===== config.mk =====
export PLATFORM = sky130hd
export DESIGN_NAME = asc_adc_ctl
export DESIGN_NICKNAME = d
export VERILOG_FILES = /design/src/logic/asc_pkg.sv /design/src/logic/asc_ser_if.sv /design/src/logic/asc_adc_ctl.sv /design/src/logic/asc_spi_port.sv
export VERILOG_INCLUDE_DIRS = /design/src /design/src/logic
export SDC_FILE = /design/constraint.sdc
export NUM_CORES = 1
export LEC_CHECK = 0
export BUFFER_PORTS_ARGS = -buffer_cell sky130_fd_sc_hd__buf_2
export CAP_MARGIN = 20
export CELL_PAD_IN_SITES_DETAIL_PLACEMENT = 0
export CELL_PAD_IN_SITES_GLOBAL_PLACEMENT = 1
export CORE_MARGIN = 3
export CORE_UTILIZATION = 46
export CTS_BUF_LIST = sky130_fd_sc_hd__clkbuf_4 sky130_fd_sc_hd__clkbuf_8
export DETAILED_ROUTE_END_ITERATION = 7
export GPL_TIMING_DRIVEN = 1
export PLACE_DENSITY = 0.78
export SLEW_MARGIN = 10
export SYNTH_ARGS = -nofsm -noshare
export SYNTH_HDL_FRONTEND = slang
export SYNTH_SLANG_ARGS = --single-unit

===== constraint.sdc =====
create_clock -name core_clk_i -period 3 [get_ports core_clk_i]
set_input_delay 0.6 -clock core_clk_i [delete_from_list [all_inputs] [get_ports core_clk_i]]
set_output_delay 0.6 -clock core_clk_i [all_outputs]
set_load 0.05 [all_outputs]

===== src/logic/asc_defines.svh =====
`ifndef ASC_DEFINES_SVH
`define ASC_DEFINES_SVH
// Behaviour
// - Pulse sync from pin or command restarts conversion, flushes filter, holds ready high.
// - Continuous sync edge resyncs only if spacing is not whole conversion periods.
// - Continuous resync keeps ready toggling, forces serial output low for 63 periods.
// - Sync clock at a multiple of the data period causes no resync.
// - Host applies sync clock after mode select; first rising edge synchronises.
// - Register write in continuous sync mode resyncs and drops pin alignment.
// - Device stays in reset while reset pin is low.
// - Reset command acts three clocks after its eighth serial rising edge is detected.
// - Any reset restores register defaults and resynchronises conversions.
// - First data after reset: 62.98046875 data periods plus 468 clocks.
// - Power-down pin low disables circuitry, resets settings, outputs stay driven.
// - Standby by command keeps serial port and registers alive.
// - Chip select high ends standby.
// - Power-on and power-down release default to FIR at 1000 samples/s.
// - Wake command data-ready delay is two clocks shorter than pin wake.
// - Power-on reset ANDs supply-good flags, then counts 2^16 clocks.
// - Chip select high ignores serial clock, floats output, aborts transfers.
// - Rising chip select cancels stop-continuous-read mode.
// - Input bits sampled on serial rising edges, output changes on falling.

`define ASC_CLK_HZ 250000000
`define ASC_DEF_SPS 1000
`define ASC_DATA_PERIOD_CYC (`ASC_CLK_HZ / `ASC_DEF_SPS)
`define ASC_DR_PER_NUM 64'd6298046875
`define ASC_DR_PER_DEN 64'd100000000
`define ASC_DR_CLK_CYC 468
`define ASC_WAKE_TRIM_CYC 2
`define ASC_POR_CYC 65536
`define ASC_ZERO_READS 6'h3f
`define ASC_UPDATE_CYC 3'h4
`define ASC_WORD_BITS 32
`define ASC_OP_WAKE 8'h02
`define ASC_OP_STANDBY 8'h04
`define ASC_OP_RESET 8'h06
`define ASC_OP_SYNC 8'h08
`define ASC_OP_RDATAC 8'h10
`define ASC_OP_STOP_CONTINUOUS_READ_CMD 8'h11
`define ASC_OP_WREG 8'h40
`define ASC_CFG_FIR_BIT 3
`define ASC_CFG_RST 8'h0a
`endif


===== src/logic/asc_pkg.sv =====
package asc_pkg;
    typedef enum logic [1:0] {
        asc_st_settle = 2'b00,
        asc_st_run = 2'b01,
        asc_st_standby = 2'b10
    } asc_conv_state_e;
    typedef logic [7:0] asc_byte_t;
endpackage


===== src/logic/asc_ser_if.sv =====
`timescale 1ns/10ps
interface asc_ser_if;
    asc_pkg::asc_byte_t rx_byte;
    logic rx_vld;
    logic cs_rise;
    logic sclk_fall;
    logic tx_load;
    logic [31:0] tx_word;
    logic tx_zero;
    modport core (
        input rx_byte, rx_vld, cs_rise, sclk_fall,
        output tx_load, tx_word, tx_zero
    );
    modport port (
        output rx_byte, rx_vld, cs_rise, sclk_fall,
        input tx_load, tx_word, tx_zero
    );
endinterface


===== src/logic/asc_adc_ctl.sv =====
`timescale 1ns/10ps
`include "asc_defines.svh"
module asc_adc_ctl #(
    parameter int DATA_PERIOD_CYC = `ASC_DATA_PERIOD_CYC,
    parameter int POR_CYC = `ASC_POR_CYC
) (
    // Clock and reset
    input wire logic core_clk_i,
    input wire logic rst_i,
    // Control pins
    input wire logic rst_pin_n_i,
    input wire logic power_down_n_i,
    input wire logic sync_i,
    input wire logic cont_sync_i,
    input wire logic [1:0] supply_good_i,
    // Serial pins
    input wire logic cs_n_i,
    input wire logic sclk_i,
    input wire logic din_i,
    output logic dout_o,
    output logic dout_oe_o,
    output logic data_ready_n_o,
    // Conversion stream
    input wire logic [31:0] conv_data_i,
    input wire logic conv_valid_i,
    output logic conv_ready_o,
    // Core control
    output logic filter_restart_o,
    output logic analog_en_o,
    output logic cfg_fir_o,
    output logic [2:0] cfg_rate_o
);
    localparam int DR_FRAC_CYC =
        int'((64'(DATA_PERIOD_CYC) * `ASC_DR_PER_NUM) / `ASC_DR_PER_DEN);
    localparam logic [31:0] DR_CYC = 32'(DR_FRAC_CYC + `ASC_DR_CLK_CYC);
    localparam logic [31:0] WAKE_DR_CYC = DR_CYC - 32'(`ASC_WAKE_TRIM_CYC);
    localparam logic [31:0] PERIOD_LAST = 32'(DATA_PERIOD_CYC - 1);
    localparam logic [31:0] POR_LAST = 32'(POR_CYC - 1);
    localparam logic [7:0] CFG_RST = `ASC_CFG_RST;

    asc_ser_if ser ();

    asc_spi_port u_spi (
        .core_clk_i(core_clk_i),
        .rst_i(rst_i),
        .cs_n_i(cs_n_i),
        .sclk_i(sclk_i),
        .din_i(din_i),
        .dout_o(dout_o),
        .dout_oe_o(dout_oe_o),
        .ser(ser.port)
    );

    // Pin synchronisers
    logic [5:0] pin_a_r;
    logic [5:0] pin_b_r;
    wire [5:0] pin_raw = {cont_sync_i, sync_i, supply_good_i, power_down_n_i, rst_pin_n_i};
    genvar gi;
    generate
        for (gi = 0; gi < 6; gi++) begin : g_sync
            always_ff @(posedge core_clk_i) begin
                pin_a_r[gi] <= pin_raw[gi];
                pin_b_r[gi] <= pin_a_r[gi];
            end
        end
    endgenerate
    wire rst_pin_s = pin_b_r[0];
    wire power_down_n_n_s = pin_b_r[1];
    wire [1:0] supply_s = pin_b_r[3:2];
    wire sync_s = pin_b_r[4];
    wire cont_s = pin_b_r[5];

    // Power-on reset
    logic [31:0] por_cnt_r;
    logic por_done_r;
    wire supply_ok = &supply_s;
    always_ff @(posedge core_clk_i) begin
        if (rst_i || !supply_ok) begin
            por_cnt_r <= 32'h0;
            por_done_r <= 1'b0;
        end else if (!por_done_r) begin
            por_done_r <= (por_cnt_r == POR_LAST);
            por_cnt_r <= por_cnt_r + 32'h1;
        end
    end

    // Serial command decode
    function automatic logic is_op(input logic [7:0] b, input logic [7:0] op);
        return b == op;
    endfunction

    logic [1:0] wreg_left_r;
    logic cmd_rst_r;
    wire rx_cmd = ser.rx_vld && (wreg_left_r == 2'h0);
    wire op_wake = rx_cmd && is_op(ser.rx_byte, `ASC_OP_WAKE);
    wire op_standby = rx_cmd && is_op(ser.rx_byte, `ASC_OP_STANDBY);
    wire op_reset = rx_cmd && is_op(ser.rx_byte, `ASC_OP_RESET);
    wire op_sync = rx_cmd && is_op(ser.rx_byte, `ASC_OP_SYNC);
    wire op_rdatac = rx_cmd && is_op(ser.rx_byte, `ASC_OP_RDATAC);
    wire op_stop_continuous_read_cmd = rx_cmd && is_op(ser.rx_byte, `ASC_OP_STOP_CONTINUOUS_READ_CMD);
    wire op_wreg = rx_cmd && is_op(ser.rx_byte, `ASC_OP_WREG);
    wire reg_wr = ser.rx_vld && (wreg_left_r == 2'h1);

    // Pin reset held while low, power-down resets settings too
    wire dev_rst = rst_i || !por_done_r || !rst_pin_s || !power_down_n_n_s || cmd_rst_r;

    always_ff @(posedge core_clk_i) begin
        if (rst_i) begin
            cmd_rst_r <= 1'b0;
        end else begin
            cmd_rst_r <= op_reset;
        end
    end

    // Register write takes opcode, count byte, then one data byte
    logic [7:0] cfg_r;
    logic stop_continuous_read_cmd_r;
    always_ff @(posedge core_clk_i) begin
        if (dev_rst) begin
            wreg_left_r <= 2'h0;
            cfg_r <= `ASC_CFG_RST;
            stop_continuous_read_cmd_r <= 1'b0;
        end else if (ser.cs_rise) begin
            wreg_left_r <= 2'h0;
            stop_continuous_read_cmd_r <= op_stop_continuous_read_cmd;
        end else begin
            if (op_wreg) begin
                wreg_left_r <= 2'h2;
            end else if (ser.rx_vld && wreg_left_r != 2'h0) begin
                wreg_left_r <= wreg_left_r - 2'h1;
            end
            if (reg_wr) begin
                cfg_r <= ser.rx_byte;
            end
            if (op_stop_continuous_read_cmd) begin
                stop_continuous_read_cmd_r <= 1'b1;
            end else if (op_rdatac) begin
                stop_continuous_read_cmd_r <= 1'b0;
            end
        end
    end

    // Sync edge spacing, modulo the conversion period
    logic sync_d_r;
    logic [31:0] since_edge_r;
    logic armed_r;
    logic pin_lost_r;
    wire sync_edge = sync_s && !sync_d_r;
    wire spacing_whole = (since_edge_r == 32'h0);
    wire first_edge = cont_s && sync_edge && !armed_r && !pin_lost_r;
    wire pulse_sync = (!cont_s && sync_edge) || op_sync || first_edge;
    wire edge_resync = cont_s && sync_edge && armed_r && !pin_lost_r && !spacing_whole;
    wire wr_resync = cont_s && reg_wr;
    wire cont_resync = edge_resync || wr_resync;

    always_ff @(posedge core_clk_i) begin
        sync_d_r <= sync_s;
        if (dev_rst) begin
            since_edge_r <= 32'h0;
        end else if (sync_edge) begin
            since_edge_r <= 32'h1;
        end else begin
            since_edge_r <= (since_edge_r == PERIOD_LAST) ? 32'h0 : since_edge_r + 32'h1;
        end
    end

    // Writes drop pin alignment until a wake command rearms it
    always_ff @(posedge core_clk_i) begin
        if (dev_rst || !cont_s) begin
            armed_r <= 1'b0;
            pin_lost_r <= 1'b0;
        end else if (op_wake) begin
            armed_r <= 1'b0;
            pin_lost_r <= 1'b0;
        end else if (wr_resync) begin
            pin_lost_r <= 1'b1;
        end else if (first_edge) begin
            armed_r <= 1'b1;
        end
    end

    // Conversion sequencing
    asc_pkg::asc_conv_state_e state_r;
    logic [31:0] settle_r;
    logic [31:0] phase_r;
    wire settle_done = (state_r == asc_pkg::asc_st_settle) && (settle_r == 32'h0);
    wire period_end = (state_r == asc_pkg::asc_st_run) && (phase_r == PERIOD_LAST);
    wire tick = settle_done || period_end;
    wire leave_standby = (state_r == asc_pkg::asc_st_standby) && ser.cs_rise;
    wire restart = dev_rst || pulse_sync || op_wake || leave_standby;

    always_ff @(posedge core_clk_i) begin
        if (dev_rst) begin
            state_r <= asc_pkg::asc_st_settle;
            settle_r <= DR_CYC - 32'h1;
            phase_r <= 32'h0;
        end else if (op_standby) begin
            state_r <= asc_pkg::asc_st_standby;
        end else if (op_wake) begin
            state_r <= asc_pkg::asc_st_settle;
            settle_r <= WAKE_DR_CYC - 32'h1;
        end else if (leave_standby || pulse_sync) begin
            state_r <= asc_pkg::asc_st_settle;
            settle_r <= DR_CYC - 32'h1;
        end else begin
            unique case (state_r)
                asc_pkg::asc_st_settle: begin
                    if (settle_done) begin
                        state_r <= asc_pkg::asc_st_run;
                        phase_r <= 32'h0;
                    end else begin
                        settle_r <= settle_r - 32'h1;
                    end
                end
                asc_pkg::asc_st_run: begin
                    phase_r <= period_end ? 32'h0 : phase_r + 32'h1;
                end
                asc_pkg::asc_st_standby: begin
                    phase_r <= phase_r;
                end
                default: begin
                    state_r <= asc_pkg::asc_st_settle;
                end
            endcase
        end
    end

    // Two-entry buffer between filter output and the shifter
    logic [31:0] buf_mem [0:1];
    logic wr_ptr_r;
    logic rd_ptr_r;
    logic [1:0] buf_cnt_r;
    logic ready_r;
    logic [2:0] upd_cnt_r;
    logic data_ready_n_r;
    logic [5:0] zero_reads_r;
    logic load_r;
    wire upd_end = (upd_cnt_r == 3'h1);
    wire buf_push = conv_valid_i && ready_r;
    wire buf_pop = upd_end && (buf_cnt_r != 2'h0) && !stop_continuous_read_cmd_r;
    wire flush = restart && !op_wake;
    wire [1:0] cnt_nxt = buf_cnt_r + {1'b0, buf_push} - {1'b0, buf_pop};

    always_ff @(posedge core_clk_i) begin
        if (buf_push) begin
            buf_mem[wr_ptr_r] <= conv_data_i;
        end
    end

    // Flush drops stale words with the filter memory
    always_ff @(posedge core_clk_i) begin
        if (flush) begin
            wr_ptr_r <= 1'b0;
            rd_ptr_r <= 1'b0;
            buf_cnt_r <= 2'h0;
            ready_r <= 1'b0;
        end else begin
            wr_ptr_r <= wr_ptr_r ^ buf_push;
            rd_ptr_r <= rd_ptr_r ^ buf_pop;
            buf_cnt_r <= cnt_nxt;
            ready_r <= (cnt_nxt != 2'h2);
        end
    end

    // Ready pulses high four clocks per update, falls when a word loads
    always_ff @(posedge core_clk_i) begin
        load_r <= 1'b0;
        if (restart || state_r != asc_pkg::asc_st_run) begin
            data_ready_n_r <= 1'b1;
            upd_cnt_r <= tick ? `ASC_UPDATE_CYC : 3'h0;
        end else if (tick) begin
            data_ready_n_r <= 1'b1;
            upd_cnt_r <= `ASC_UPDATE_CYC;
        end else if (upd_cnt_r != 3'h0) begin
            upd_cnt_r <= upd_cnt_r - 3'h1;
            if (upd_end) begin
                data_ready_n_r <= !buf_pop;
                load_r <= buf_pop;
            end
        end else if (ser.sclk_fall) begin
            data_ready_n_r <= 1'b1;
        end
    end

    // Resync output blanking counts data-ready periods, not clocks
    always_ff @(posedge core_clk_i) begin
        if (dev_rst || pulse_sync) begin
            zero_reads_r <= 6'h00;
        end else if (cont_resync) begin
            zero_reads_r <= `ASC_ZERO_READS;
        end else if (upd_end && zero_reads_r != 6'h00) begin
            zero_reads_r <= zero_reads_r - 6'h01;
        end
    end

    logic [31:0] tx_word_r;
    always_ff @(posedge core_clk_i) begin
        if (buf_pop) begin
            tx_word_r <= buf_mem[rd_ptr_r];
        end
    end

    assign ser.tx_load = load_r;
    assign ser.tx_word = tx_word_r;
    assign ser.tx_zero = (zero_reads_r != 6'h00);

    // Registered outputs
    always_ff @(posedge core_clk_i) begin
        if (rst_i) begin
            data_ready_n_o <= 1'b1;
            filter_restart_o <= 1'b0;
            analog_en_o <= 1'b0;
            cfg_fir_o <= CFG_RST[`ASC_CFG_FIR_BIT];
            cfg_rate_o <= CFG_RST[2:0];
        end else begin
            data_ready_n_o <= data_ready_n_r;
            filter_restart_o <= restart || cont_resync;
            analog_en_o <= power_down_n_n_s && state_r != asc_pkg::asc_st_standby;
            cfg_fir_o <= cfg_r[`ASC_CFG_FIR_BIT];
            cfg_rate_o <= cfg_r[2:0];
        end
    end

    // Ready is the buffer's own flop, so push and ready agree on one edge
    assign conv_ready_o = ready_r;
endmodule


===== src/logic/asc_spi_port.sv =====
`timescale 1ns/10ps
`include "asc_defines.svh"
module asc_spi_port (
    // Clock and reset
    input wire logic core_clk_i,
    input wire logic rst_i,
    // Serial pins
    input wire logic cs_n_i,
    input wire logic sclk_i,
    input wire logic din_i,
    output logic dout_o,
    output logic dout_oe_o,
    // Core side
    asc_ser_if.port ser
);
    logic [2:0] pin_a_r;
    logic [2:0] pin_b_r;
    logic sclk_d_r;
    logic cs_d_r;
    logic [2:0] bit_cnt_r;
    logic [7:0] rx_sh_r;
    logic [31:0] tx_sh_r;
    logic [5:0] tx_cnt_r;
    logic rx_vld_r;
    logic cs_rise_r;
    logic fall_r;

    // Serial clock is sampled, not used as a clock
    wire [2:0] pin_raw = {din_i, sclk_i, cs_n_i};
    genvar gi;
    generate
        for (gi = 0; gi < 3; gi++) begin : g_sync
            always_ff @(posedge core_clk_i) begin
                pin_a_r[gi] <= pin_raw[gi];
                pin_b_r[gi] <= pin_a_r[gi];
            end
        end
    endgenerate

    wire cs_hi = pin_b_r[0];
    wire sclk_s = pin_b_r[1];
    wire din_s = pin_b_r[2];
    wire rise = sclk_s & ~sclk_d_r & ~cs_hi;
    wire fall = ~sclk_s & sclk_d_r & ~cs_hi;
    wire cs_up = cs_hi & ~cs_d_r;
    wire [7:0] rx_next = {rx_sh_r[6:0], din_s};

    always_ff @(posedge core_clk_i) begin
        sclk_d_r <= sclk_s;
        cs_d_r <= cs_hi;
        cs_rise_r <= cs_hi & ~cs_d_r;
        fall_r <= fall;
    end

    // Receive: one byte per eight rising edges; a high select aborts it
    always_ff @(posedge core_clk_i) begin
        rx_vld_r <= 1'b0;
        if (rst_i || cs_hi) begin
            bit_cnt_r <= 3'h0;
            rx_sh_r <= 8'h00;
        end else if (rise) begin
            rx_sh_r <= rx_next;
            bit_cnt_r <= bit_cnt_r + 3'h1;
            rx_vld_r <= (bit_cnt_r == 3'h7);
        end
    end

    // Transmit: MSB shows at load, next bit on each falling edge
    // A word loaded while deselected waits for the next select
    always_ff @(posedge core_clk_i) begin
        if (rst_i) begin
            tx_cnt_r <= 6'h00;
            tx_sh_r <= 32'h0;
            dout_o <= 1'b0;
        end else if (ser.tx_load) begin
            tx_sh_r <= ser.tx_word;
            tx_cnt_r <= 6'h20;
            dout_o <= ser.tx_word[31] & ~ser.tx_zero;
        end else if (cs_up) begin
            tx_cnt_r <= 6'h00;
            tx_sh_r <= 32'h0;
            dout_o <= 1'b0;
        end else if (fall) begin
            tx_sh_r <= {tx_sh_r[30:0], 1'b0};
            tx_cnt_r <= (tx_cnt_r == 6'h00) ? 6'h00 : tx_cnt_r - 6'h01;
            dout_o <= (tx_cnt_r > 6'h01) & tx_sh_r[30] & ~ser.tx_zero;
        end
    end

    always_ff @(posedge core_clk_i) begin
        if (rst_i) begin
            dout_oe_o <= 1'b0;
        end else begin
            dout_oe_o <= ~cs_hi;
        end
    end

    assign ser.rx_byte = rx_sh_r;
    assign ser.rx_vld = rx_vld_r;
    assign ser.cs_rise = cs_rise_r;
    assign ser.sclk_fall = fall_r;
endmodule

# After elaboration in Yosys (flattened, before gate mapping)
# Memories as Yosys holds them, arrays and structs flattened. A register that Yosys moved wholly into a read port is not among the register bits.
# Cells that the tools add are included.
# word_totals
register_bits,238
mem_bits_rw,64
input_bits,44
out_inout_bits,10
word_cells,252
memories,1
# mem_list
memory,depth,width,read_ports,rd_ports_with_merged_regs,wr,line_no,rtl
buf_mem,2,32,1,1,1,asc_adc_ctl.sv:229,logic [31:0] buf_mem [0:1];
# op_classes
addsub,11
order_cmp,1
eq_ne,23
mux,41
n_bitwise,24
n_reduce_logical,92
# ops
operator,count
2-to-1 mux 32 bit,6
"adder 32 x 1 -> 32 bit, second input constant",3
2-to-1 mux 31 bit,3
"== test 32 x 18 -> 1 bit, second input constant",2
zero test 32 bit,2
one-hot mux 32 bit (2 select lines),1
2-to-1 mux 6 bit,6
"== test 32 x 16 -> 1 bit, second input constant",1
"subtractor 32 x 1 -> 32 bit, second input constant",1
logical AND 1 bit,28
logical OR 1 bit,17
"== test 8 x 3 -> 1 bit, second input constant",2
"== test 8 x 5 -> 1 bit, second input constant",2
nonzero test 3 bit,5
2-to-1 mux 1 bit,14
inverter 1 bit,14
zero test 1 bit,12
2-to-1 mux 2 bit,6
2-to-1 mux 3 bit,4
AND reduction 2 bit,6
nonzero test 2 bit,6
"subtractor 6 x 1 -> 6 bit, second input constant",2
OR reduction 2 bit,5
OR reduction 3 bit,3
other kinds (27),41

# Depth between registers and ports, before layout
# Gate-level depths: netlist (run 1).
# depth
word_depth,11
ltp_mapped,12
mapped_depth_nobuf,12

# By module
# A second synthesis (run 1) with hierarchy kept.
# hier_totals
cells_unflattened,1409
hier_area_um2,14161.1
# by_module_without_submodules
module,instances,cells_per_inst,area_per_inst_um2,seq_area_each_um2
asc_adc_ctl,1,1120,11608.6,6456.2
asc_spi_port,1,289,2552.4,1221.2

# Least setup slack after synthesis (run 1)
# No wires, ideal clock.
# synth_timing
path_kind,register to register
from,register settle_r[0]
to,register phase_r[28]
setup_time_ns,0.070
arrival_ns,2.966
required_ns,2.930
path_slack_ns,-0.037
stages_incl_launch_ff,10
path_buffers,1
synth_period_minus_slack_ns,3.037
cell_sequence,dfxtp_1 > inv_1 > ha_1 > or4b_1 > or2_1 > or4_1 > buf_2 > a2111o_1 > or4_1 > a21oi_1
# synth_between
elab_chain_cells,4
# synth_rtl
element,line_no,rtl
from (decl),asc_adc_ctl.sv:184,logic [31:0] settle_r;
from (signal assigned),asc_adc_ctl.sv:195,settle_r <= DR_CYC - 32'h1;
from (signal assigned),asc_adc_ctl.sv:201,settle_r <= WAKE_DR_CYC - 32'h1;
from (signal assigned),asc_adc_ctl.sv:204,settle_r <= DR_CYC - 32'h1;
zero test 32 bit,asc_adc_ctl.sv:186,wire settle_done = (state_r == asc_pkg::asc_st_settle) && (settle_r == 32'h0);
logical AND 1 bit,asc_adc_ctl.sv:186,
inequality test 2 bit (no source line),-,
AND reduction 5 bit (no source line),-,
to (signal assigned),asc_adc_ctl.sv:216,phase_r <= period_end ? 32'h0 : phase_r + 32'h1;
to (signal assigned),asc_adc_ctl.sv:219,phase_r <= phase_r;
to (decl),asc_adc_ctl.sv:185,logic [31:0] phase_r;
# No other way between the ends.
# A chain may end at the register's enable or synchronous reset.

# Worst setup path in the final report (run 1)
# layout_timing
from,register settle_r[1]
to,register phase_r[20]
# The elaborated chain is that of the path after synthesis.

==> results of run 1 <==
## per-stage QoR
stage / hold slack, ps / cell area [um2] / TNS (ps) / utilization
6_report: 121.9 / 15970 / 0 / 0.5503
5_1_grt: 89.06 / 15970 / -392.2 / 0.5503
4_1_cts: 70.19 / 15910 / -542.9 / 0.5484
3_5_place_dp: 312.1 / 14650 / -1252 / 0.5050
3_3_place_gp: 313.9 / 14650 / -742.4 / 0.5050
2_1_floorplan: 309.6 / 13670 / -30.71 / -
## sequential cells by signal (all words and copies together) (netlist names), 4 cells and up
| name | count |
|---|---|
| por_cnt_r | 32 |
| cfg_r | 4 |
| u_spi.tx_cnt_r | 6 |
| since_edge_r | 32 |
| u_spi.ser.rx_byte | 8 |
| ser.tx_word | 32 |
| zero_reads_r | 6 |
| phase_r | 32 |
| pin_a_r | 6 |
| u_spi.tx_sh_r | 31 |
| settle_r | 32 |
| buf_mem | 64 |
## timing repair
action                                  in CTS  in global routing
endpoints found under the hold margin        0                  0
cloned                                       1                  0
setup buffers                                5                  0
pin swaps                                   13                  4
endpoints found under the setup margin      32                 35
gates resized for setup                     15                 16
## critical path, cell delays in order (launching register included)
cell,delay [ps]
dfxtp_2,320
inv_2,70
ha_4,130
or4b_4,460
or2_4,240
or4_4,530
a2111o_1,470
or4_1,530
a21oi_1,140
## path summary, 6_finish.rpt
check,depth (start not counted),endpoint,startpoint
hold reg to reg,0,cont_s,pin_a_r[5]
hold / removal,1,u_spi.pin_a_r[0],cs_n_i
setup reg to reg,8,phase_r[20],settle_r[1]
setup / recovery,8,phase_r[20],settle_r[1]
## area by class of cell
type                    instances  area [um2]
fillers                      2597       13050
flip-flops and latches        334        7680
multi-input cells             914        5680
clock buffers                  92        1097
repair buffers                120       798.3
well taps                     384       480.5
inverters                      43       161.4
clock inverters                 7       67.56
## cell families after synthesis
kind of cell               synth area share
AOI/OAI and AO/OA                    0.1069
muxes                               0.02856
xor gates and xnor gates            0.05896
DFF                                  0.5618
and+or+nand+nor                      0.1944
adders and majority gates           0.02106
buffers and inverters               0.02838
## placed cells by master, fill, tap and decap left out, types with 6 or more instances in the layout
cell	netlist	layout
or4_1	19	17
buf_2	1	53
and4_1	6	6
and3_1	19	19
clkbuf_8	0	65
nand3b_1	7	7
nand4_1	28	28
buf_6	0	6
nand3_1	41	41
edfxtp_1	99	99
nor2b_1	8	8
o21ai_0	73	70
nor2_1	176	176
a21oi_1	62	57
mux2_2	32	32
nor4_1	22	22
dfxtp_1	235	233
or2_2	8	8
inv_1	43	41
o31ai_1	10	8
a2111oi_0	9	8
nor3_1	25	25
xor2_1	42	42
clkbuf_4	0	27
buf_4	0	60
nand2_1	110	110
xnor2_1	50	50
nand2b_1	7	7
or3_1	31	30
a211oi_1	38	38
ha_1	23	22
## power breakdown
part	switching, mW	internal (mW)	total [mW]
logic	0.110	0.0675	0.177
registers	0.0263	4.69	4.71
clock network	1.73	2.38	4.12
total	1.87	7.14	9.01
## routing by layer
layer / share of wire / vias to the layer above / routed length, um / GRT usage
met5: 0 / - / 0 / 0
met3: 0.045 / 44 / 1240 / 0.03278
met1: 0.48 / 4679 / 13230 / 0.2408
met2: 0.45 / 184 / 12400 / 0.2847
li1: - / 5082 / - / -
met4: 0.019 / 0 / 521 / 0.05357
==> results.json, run 1 <==
{
  "yosys-top-cells-count": "dfxtp_1 (235), nor2_1 (176), nand2_1 (110)",
  "yosysMostFrequentCell": "dfxtp_1",
  "ys.flop_type": "dfxtp_1",
  "hpwlAfterDp_um": 17970,
  "drive_gt1_frac": 0.1927,
  "first_global_vias": 9913,
  "grt_use_total": 0.1761,
  "cp.arrival_ps": 3460,
  "io_pins": 54,
  "rsz0062_at_grt": "true",
  "cts_tree": "built",
  "post-route-min-period_ps": 2964,
  "power.density_nw_per_um2": 564.1,
  "vias_per_cell": 5.274,
  "avgSynthCellArea_um2": 10.12,
  "ir_drop_mv": 0.5519,
  "area_growth_pct": 16.82,
  "cts_root_buffer": "clkbuf_8",
  "synth-edff-count": 99,
  "gp_congestion": 0.7857,
  "setup_violations": 0,
  "rows": 62,
  "synthArstFlopShare": 0,
  "startpoint_type": "register",
  "fin_crit_sh": 0.9880,
  "ys_types": 62,
  "critPathMaxFanout": 5,
  "dp.cells": 1789,
  "diodes": 0,
  "synth_seq_cells": 334,
  "drt_iter0_markers": 622,
  "clk_pin_slew_ps": 60,
  "antenna_found_initial": 0,
  "fin_skew_ps": 19.06,
  "clk_latency_ps": 580,
  "fin_cells": 1894,
  "yosys_warnings": 0,
  "drc_errors": 0,
  "critPathKind": "register to register",
  "power_leakage_nw": 5.429,
  "antenna_left": 0,
  "die_w_um": 178.4,
  "grt_first_pass_wirelength_um": 46990,
  "wl_per_cell_um": 14.46,
  "cts-buffers-inserted": 55,
  "start_util": 0.4711,
  "hold_violations": 0,
  "clock_path_buffers": 3,
  "relSlewSlack": 0.4537,
  "dieArea_um2": 31810,
  "hp-class": "input pin to register",
  "status": "complete, no violations",
  "grt_max_degree": 48,
  "critPathCaptureType": "register",
  "nets": 1535,
  "die-height_um": 178.4,
  "synth_area_um2": 13670,
  "synth_area_leader_cell": "dfxtp_1",
  "synthTopCellsByArea": "dfxtp_1 (34%), edfxtp_1 (22%), nor2_1 (4.8%)",
  "required_ps": 3500,
  "cts_sinks": 334,
  "cts-hold-fix-buffers": 0,
  "worst_pin_slew_ps": 812.2,
  "maxCapViolations": 0,
  "place_ws_ps": -138.4,
  "cts_htree_levels": 2,
  "vias": 9989,
  "setup_ws_ps": 36.11,
  "synth_nets": 1418,
  "reg2reg_slack_ps": 40,
  "fmax_ghz": 0.3374,
  "first_pass_iters": 4,
  "core_area_um2": 29010,
  "synth_top_area_frac": 0.3442,
  "power_mw": 9.006,
  "slew_violations": 0,
  "wirelength_um": 27390,
  "io_buffers": 53,
  "grt-ovfl-total": 0,
  "synth-seq-area-share": 0.5618,
  "syn_inst": 1351
}
Note: power is estimated with default switching activity, not from simulation.
==> run 2: changes to the inputs <==
CAP_MARGIN = not set   (was 20)
PLACE_DENSITY = not set   (was 0.78)
PLACE_DENSITY_LB_ADDON = 0.1   (was not set)
==> run 2 against run 1 <==
Compared with the run above: non-clock buffer count rose by 10; count of clock-buffer cells in the layout fell by 4; combinational power about the same; sequential power about the same; register-to-register slack worse by 20 ps; maximum frequency down 0.72%; via count is 0.46% higher; cell area increased by 0.67%; global-route usage increased by 0.34 points; critical endpoint unchanged.
==> results.json, run 2 (same netlist as run 1, synthesis figures left out) <==
{
  "status": "complete, no violations",
  "fin_crit_sh": 0.9951,
  "cts-buffers-inserted": 55,
  "io_pins": 54,
  "start_util": 0.4711,
  "drc_errors": 0,
  "drive_gt1_frac": 0.1969,
  "power_mw": 9.099,
  "clk_latency_ps": 580,
  "startpoint_type": "register",
  "multi_input_area_um2": 5670,
  "hp-class": "input pin to register",
  "critPathCaptureType": "register",
  "first_global_vias": 9621,
  "power_leakage_nw": 5.486,
  "grt_max_degree": 48,
  "rsz0062_at_grt": "true",
  "vias": 10040,
  "cts_htree_levels": 2,
  "worst_pin_slew_ps": 776.1,
  "dieArea_um2": 31810,
  "setup_violations": 0,
  "clock_path_buffers": 3,
  "hpwlAfterDp_um": 18080,
  "cts_tree": "built",
  "cts_root_buffer": "clkbuf_8",
  "relSlewSlack": 0.4779,
  "diodes": 0,
  "grt-ovfl-total": 0,
  "rows": 62,
  "clk_pin_slew_ps": 60,
  "nets": 1546,
  "ir_drop_mv": 0.5814,
  "post-route-min-period_ps": 2985,
  "largest_reg_flops": 64,
  "hold_violations": 0,
  "vias_per_cell": 5.259,
  "fmax_ghz": 0.3350,
  "power.density_nw_per_um2": 566.1,
  "cp.arrival_ps": 3500,
  "wl_per_cell_um": 14.85,
  "final_area_um2": 16070,
  "antenna_found_initial": 0,
  "nFillCells": 2634,
  "layout_commonest_cell": "dfxtp_1",
  "die_w_um": 178.4,
  "dpl_cell_area_um2": 14620,
  "p_int_mw": 7.160,
  "area_growth_pct": 17.60,
  "die-height_um": 178.4,
  "maxCapViolations": 0,
  "critPathMaxFanout": 6,
  "slew_violations": 0,
  "io_buffers": 53,
  "p_comb_frac": 0.020,
  "gp_congestion": 0.8030,
  "layout_common_cells": "dfxtp_1 (233), nor2_1 (176), nand2_1 (110)",
  "wirelength_um": 28330,
  "fin_util": 0.5540,
  "grt_use_total": 0.1795,
  "drt_iter0_markers": 535,
  "first_pass_iters": 5,
  "p_switching_mw": 1.938,
  "switching_share": 0.2130,
  "power_frac_clock": 0.463,
  "largest-register": "buf_mem",
  "antenna_left": 0,
  "cts_sinks": 334,
  "cts-hold-fix-buffers": 0,
  "fin_skew_ps": 12.92,
  "area.sequential_um2": 7680,
  "critPathKind": "register to register",
  "grt_first_pass_wirelength_um": 47400,
  "required_ps": 3510,
  "core_area_um2": 29010,
  "seq_power_share": 0.518
}
## run 2: cell count changes in the layout (fill, tap and decap cells not counted), sizes merged
cell      previous run  this run
a2111o               3         4
clkinv               4        10
buf                120       130
clkbuf              92        88
clkinvlp             0         1
## run 2: path summary, 6_finish.rpt
kind	from	to	slack [ps]	depth (start not counted)
hold / removal	supply_good_i[1]	pin_a_r[3]	120	1
setup / recovery	settle_r[1]	phase_r[20]	10	8
hold reg to reg	pin_a_r[3]	pin_b_r[3]	330	0
setup reg to reg	settle_r[1]	phase_r[20]	10	8
## run 2: per-layer routing
layer | wire length [um] | part of all wire | GRT usage | up-vias
met1 | 13430 | 0.47 | 0.2420 | 4689
met5 | 0 | 0 | 0 | -
met2 | 13000 | 0.46 | 0.2922 | 176
li1 | - | - | - | 5119
met4 | 574 | 0.020 | 0.05227 | 0
met3 | 1325 | 0.047 | 0.03768 | 51
## run 2: stage by stage
| step | setup TNS [ps] | worst slack, ps | hold slack, ps | std cells |
|---|---|---|---|---|
| 3_3_place_gp | -125.9 | -67.63 | 312.5 | 1782 |
| 3_5_place_dp | -474.4 | -116.9 | 313.5 | 1782 |
| 5_1_grt | -202.3 | -54.09 | 77.16 | 1908 |
| 2_1_floorplan | -30.71 | -30.71 | 309.6 | 1351 |
| 6_report | 0 | 14.71 | 117.7 | 1908 |
| 4_1_cts | -239.7 | -58.91 | 63.92 | 1906 |
## run 2: worst max-delay path: stages, from the launching register on
cell,delay [ps]
dfxtp_2,320
inv_2,80
ha_4,130
or4b_4,460
or2_4,250
or4_4,520
a2111o_1,500
or4_1,530
a21oi_1,120
## run 2: power by group through the flow
stage	clock network [mW]	logic, mW	registers (mW)
global placement	0	0.179	4.81
global route	4.55	0.205	4.71
detailed placement	0	0.180	4.81
CTS	4.36	0.181	4.71
floorplan	0	0.105	4.81
finish	4.21	0.179	4.71
## run 2: layout make-up
| class | count | share of cell area |
|---|---|---|
| Timing Repair Buffer | 130 | 0.05449 |
| Sequential cell | 334 | 0.4778 |
| Tap cell | 384 | 0.02989 |
| Inverter | 43 | 0.01004 |
| Multi-Input combinational cell | 915 | 0.3528 |
| Clock inverter | 14 | 0.007006 |
| Clock buffer | 88 | 0.06796 |
## run 2: what timing repair did
action / 4_1_cts / 5_1_grt
buffers inserted: 21 / 4
gates resized for setup: 8 / 10
cloned: 1 / 0
setup endpoints to repair: 8 / 19
pin swaps: 9 / 9
==> run 3: changes to the inputs <==
CELL_PAD_IN_SITES_DETAIL_PLACEMENT = 1   (was 0)
==> run 3 against run 2 <==
Compared with the run above: largest power group unchanged; power decreased by 0.68%; the run now ends with negative setup slack left; hold slack improved by 6.8 ps; cell area decreased by 1.0%; count of clock-buffer cells in the layout increased by 3.
==> results.json, run 3 (same netlist as run 1, synthesis figures left out) <==
{
  "wirelength_um": 31010,
  "dp.cells": 1782,
  "cts_root_buffer": "clkbuf_8",
  "vias": 10200,
  "drt_iter0_markers": 417,
  "slew_violations": 0,
  "relSlewSlack": 0.5265,
  "core_area_um2": 29010,
  "fin_cells": 1888,
  "rows": 62,
  "rsz0062_at_grt": "true",
  "cts_htree_levels": 2,
  "multi_input_area_um2": 5667,
  "required_ps": 3510,
  "fin_skew_ps": 21.72,
  "cts_sinks": 334,
  "dieArea_um2": 31810,
  "clk_latency_ps": 570,
  "cp.arrival_ps": 3530,
  "antenna_found_initial": 0,
  "cts_tree": "built",
  "power_mw": 9.037,
  "status": "complete, but fails checks",
  "setup_ws_ps": -20.00,
  "drc_errors": 0,
  "layout_commonest_cell": "dfxtp_1",
  "diodes": 0,
  "vias_per_cell": 5.400,
  "critPathMaxFanout": 5,
  "fmax_ghz": 0.3311,
  "nets": 1529,
  "clk_pin_slew_ps": 60,
  "largest-register": "buf_mem",
  "reg2reg_slack_ps": -20,
  "startpoint_type": "register",
  "nFillCells": 3218,
  "clock_path_buffers": 3,
  "ir_drop_mv": 0.5352,
  "maxCapViolations": 0,
  "fin_crit_sh": 1.007,
  "layout_common_cells": "dfxtp_1 (233), nor2_1 (176), nand2_1 (110)",
  "post-route-min-period_ps": 3020,
  "hpwlAfterDp_um": 20830,
  "first_pass_iters": 6,
  "first_global_vias": 10760,
  "cts-hold-fix-buffers": 0,
  "area_growth_pct": 16.42,
  "grt_max_degree": 48,
  "worst_pin_slew_ps": 703.9,
  "hold_violations": 0,
  "antenna_left": 0,
  "violations": "negative setup slack",
  "hp-class": "input pin to register",
  "critPathKind": "register to register",
  "io_pins": 54,
  "grt_first_pass_wirelength_um": 51940,
  "critPathCaptureType": "register",
  "wl_per_cell_um": 16.42,
  "cts-buffers-inserted": 56,
  "io_buffers": 53,
  "die-height_um": 178.4,
  "start_util": 0.4711,
  "power_leakage_nw": 5.402,
  "drive_gt1_frac": 0.1875,
  "power.density_nw_per_um2": 568.0,
  "largest_reg_flops": 64,
  "area.sequential_um2": 7680,
  "setup_violations": 4,
  "gp_congestion": 0.8030,
  "grt_use_total": 0.1965,
  "die_w_um": 178.4,
  "grt-ovfl-total": 0
}
[run 3: layout make-up]
type | count | area share
Clock buffer | 91 | 0.06889
Sequential cell | 334 | 0.4827
Timing Repair Buffer | 113 | 0.04726
Clock inverter | 9 | 0.004640
Tap cell | 384 | 0.03020
Multi-Input combinational cell | 914 | 0.3562
Inverter | 43 | 0.01014
[run 3: per-stage QoR]
| stage | area, um2 | hold slack, ps | TNS [ps] | util | setup slack, ps |
|---|---|---|---|---|---|
| after floorplan | 13670 | 309.6 | -30.71 | - | -30.71 |
| after global placement | 14620 | 312.5 | -125.9 | 0.5040 | -67.63 |
| after detailed placement | 14620 | 315.8 | -790.0 | 0.5040 | -147.0 |
| after CTS | 15850 | 88.77 | -58.60 | 0.5462 | -35.38 |
| after global routing | 15910 | 83.72 | -615.5 | 0.5484 | -88.70 |
| final | 15910 | 124.5 | -55.02 | 0.5484 | -20.00 |
[run 3: critical path, stage by stage, from the launching register on]
cell and delay (ps):
dfxtp_2 320, inv_2 70, ha_4 130, or4b_4 460, or2_1 240, or4_4 580
a2111o_1 500, buf_4 180, or3_1 360, a21oi_2 130
[run 3: report_power, final]
part           switching, mW  leakage (nW)  internal (mW)
Sequential            0.0274          2.81           4.69
Clock                   1.76         0.632           2.38
Combinational          0.118          1.96         0.0667
[run 3: metal layers]
layer,track usage,wire [um],vias to the layer above
met4,0.05844,716,0
met2,0.3478,15090,135
met1,0.2431,14050,4935
li1,-,-,5061
met5,0,0,-
met3,0.03704,1146,64
[run 3: path summary, 6_finish.rpt]
path,from,end,depth (start not counted)
setup / recovery,settle_r[0],phase_r[26],9
hold / removal,supply_good_i[1],pin_a_r[3],1
setup reg to reg,settle_r[0],phase_r[26],9
hold reg to reg,u_spi.pin_a_r[2],u_spi.din_s,0
[run 3: timing repair]
item,CTS,global route
gates resized for setup,8,15
setup buffers,4,2
pin swaps,5,15
setup endpoints to repair,10,13
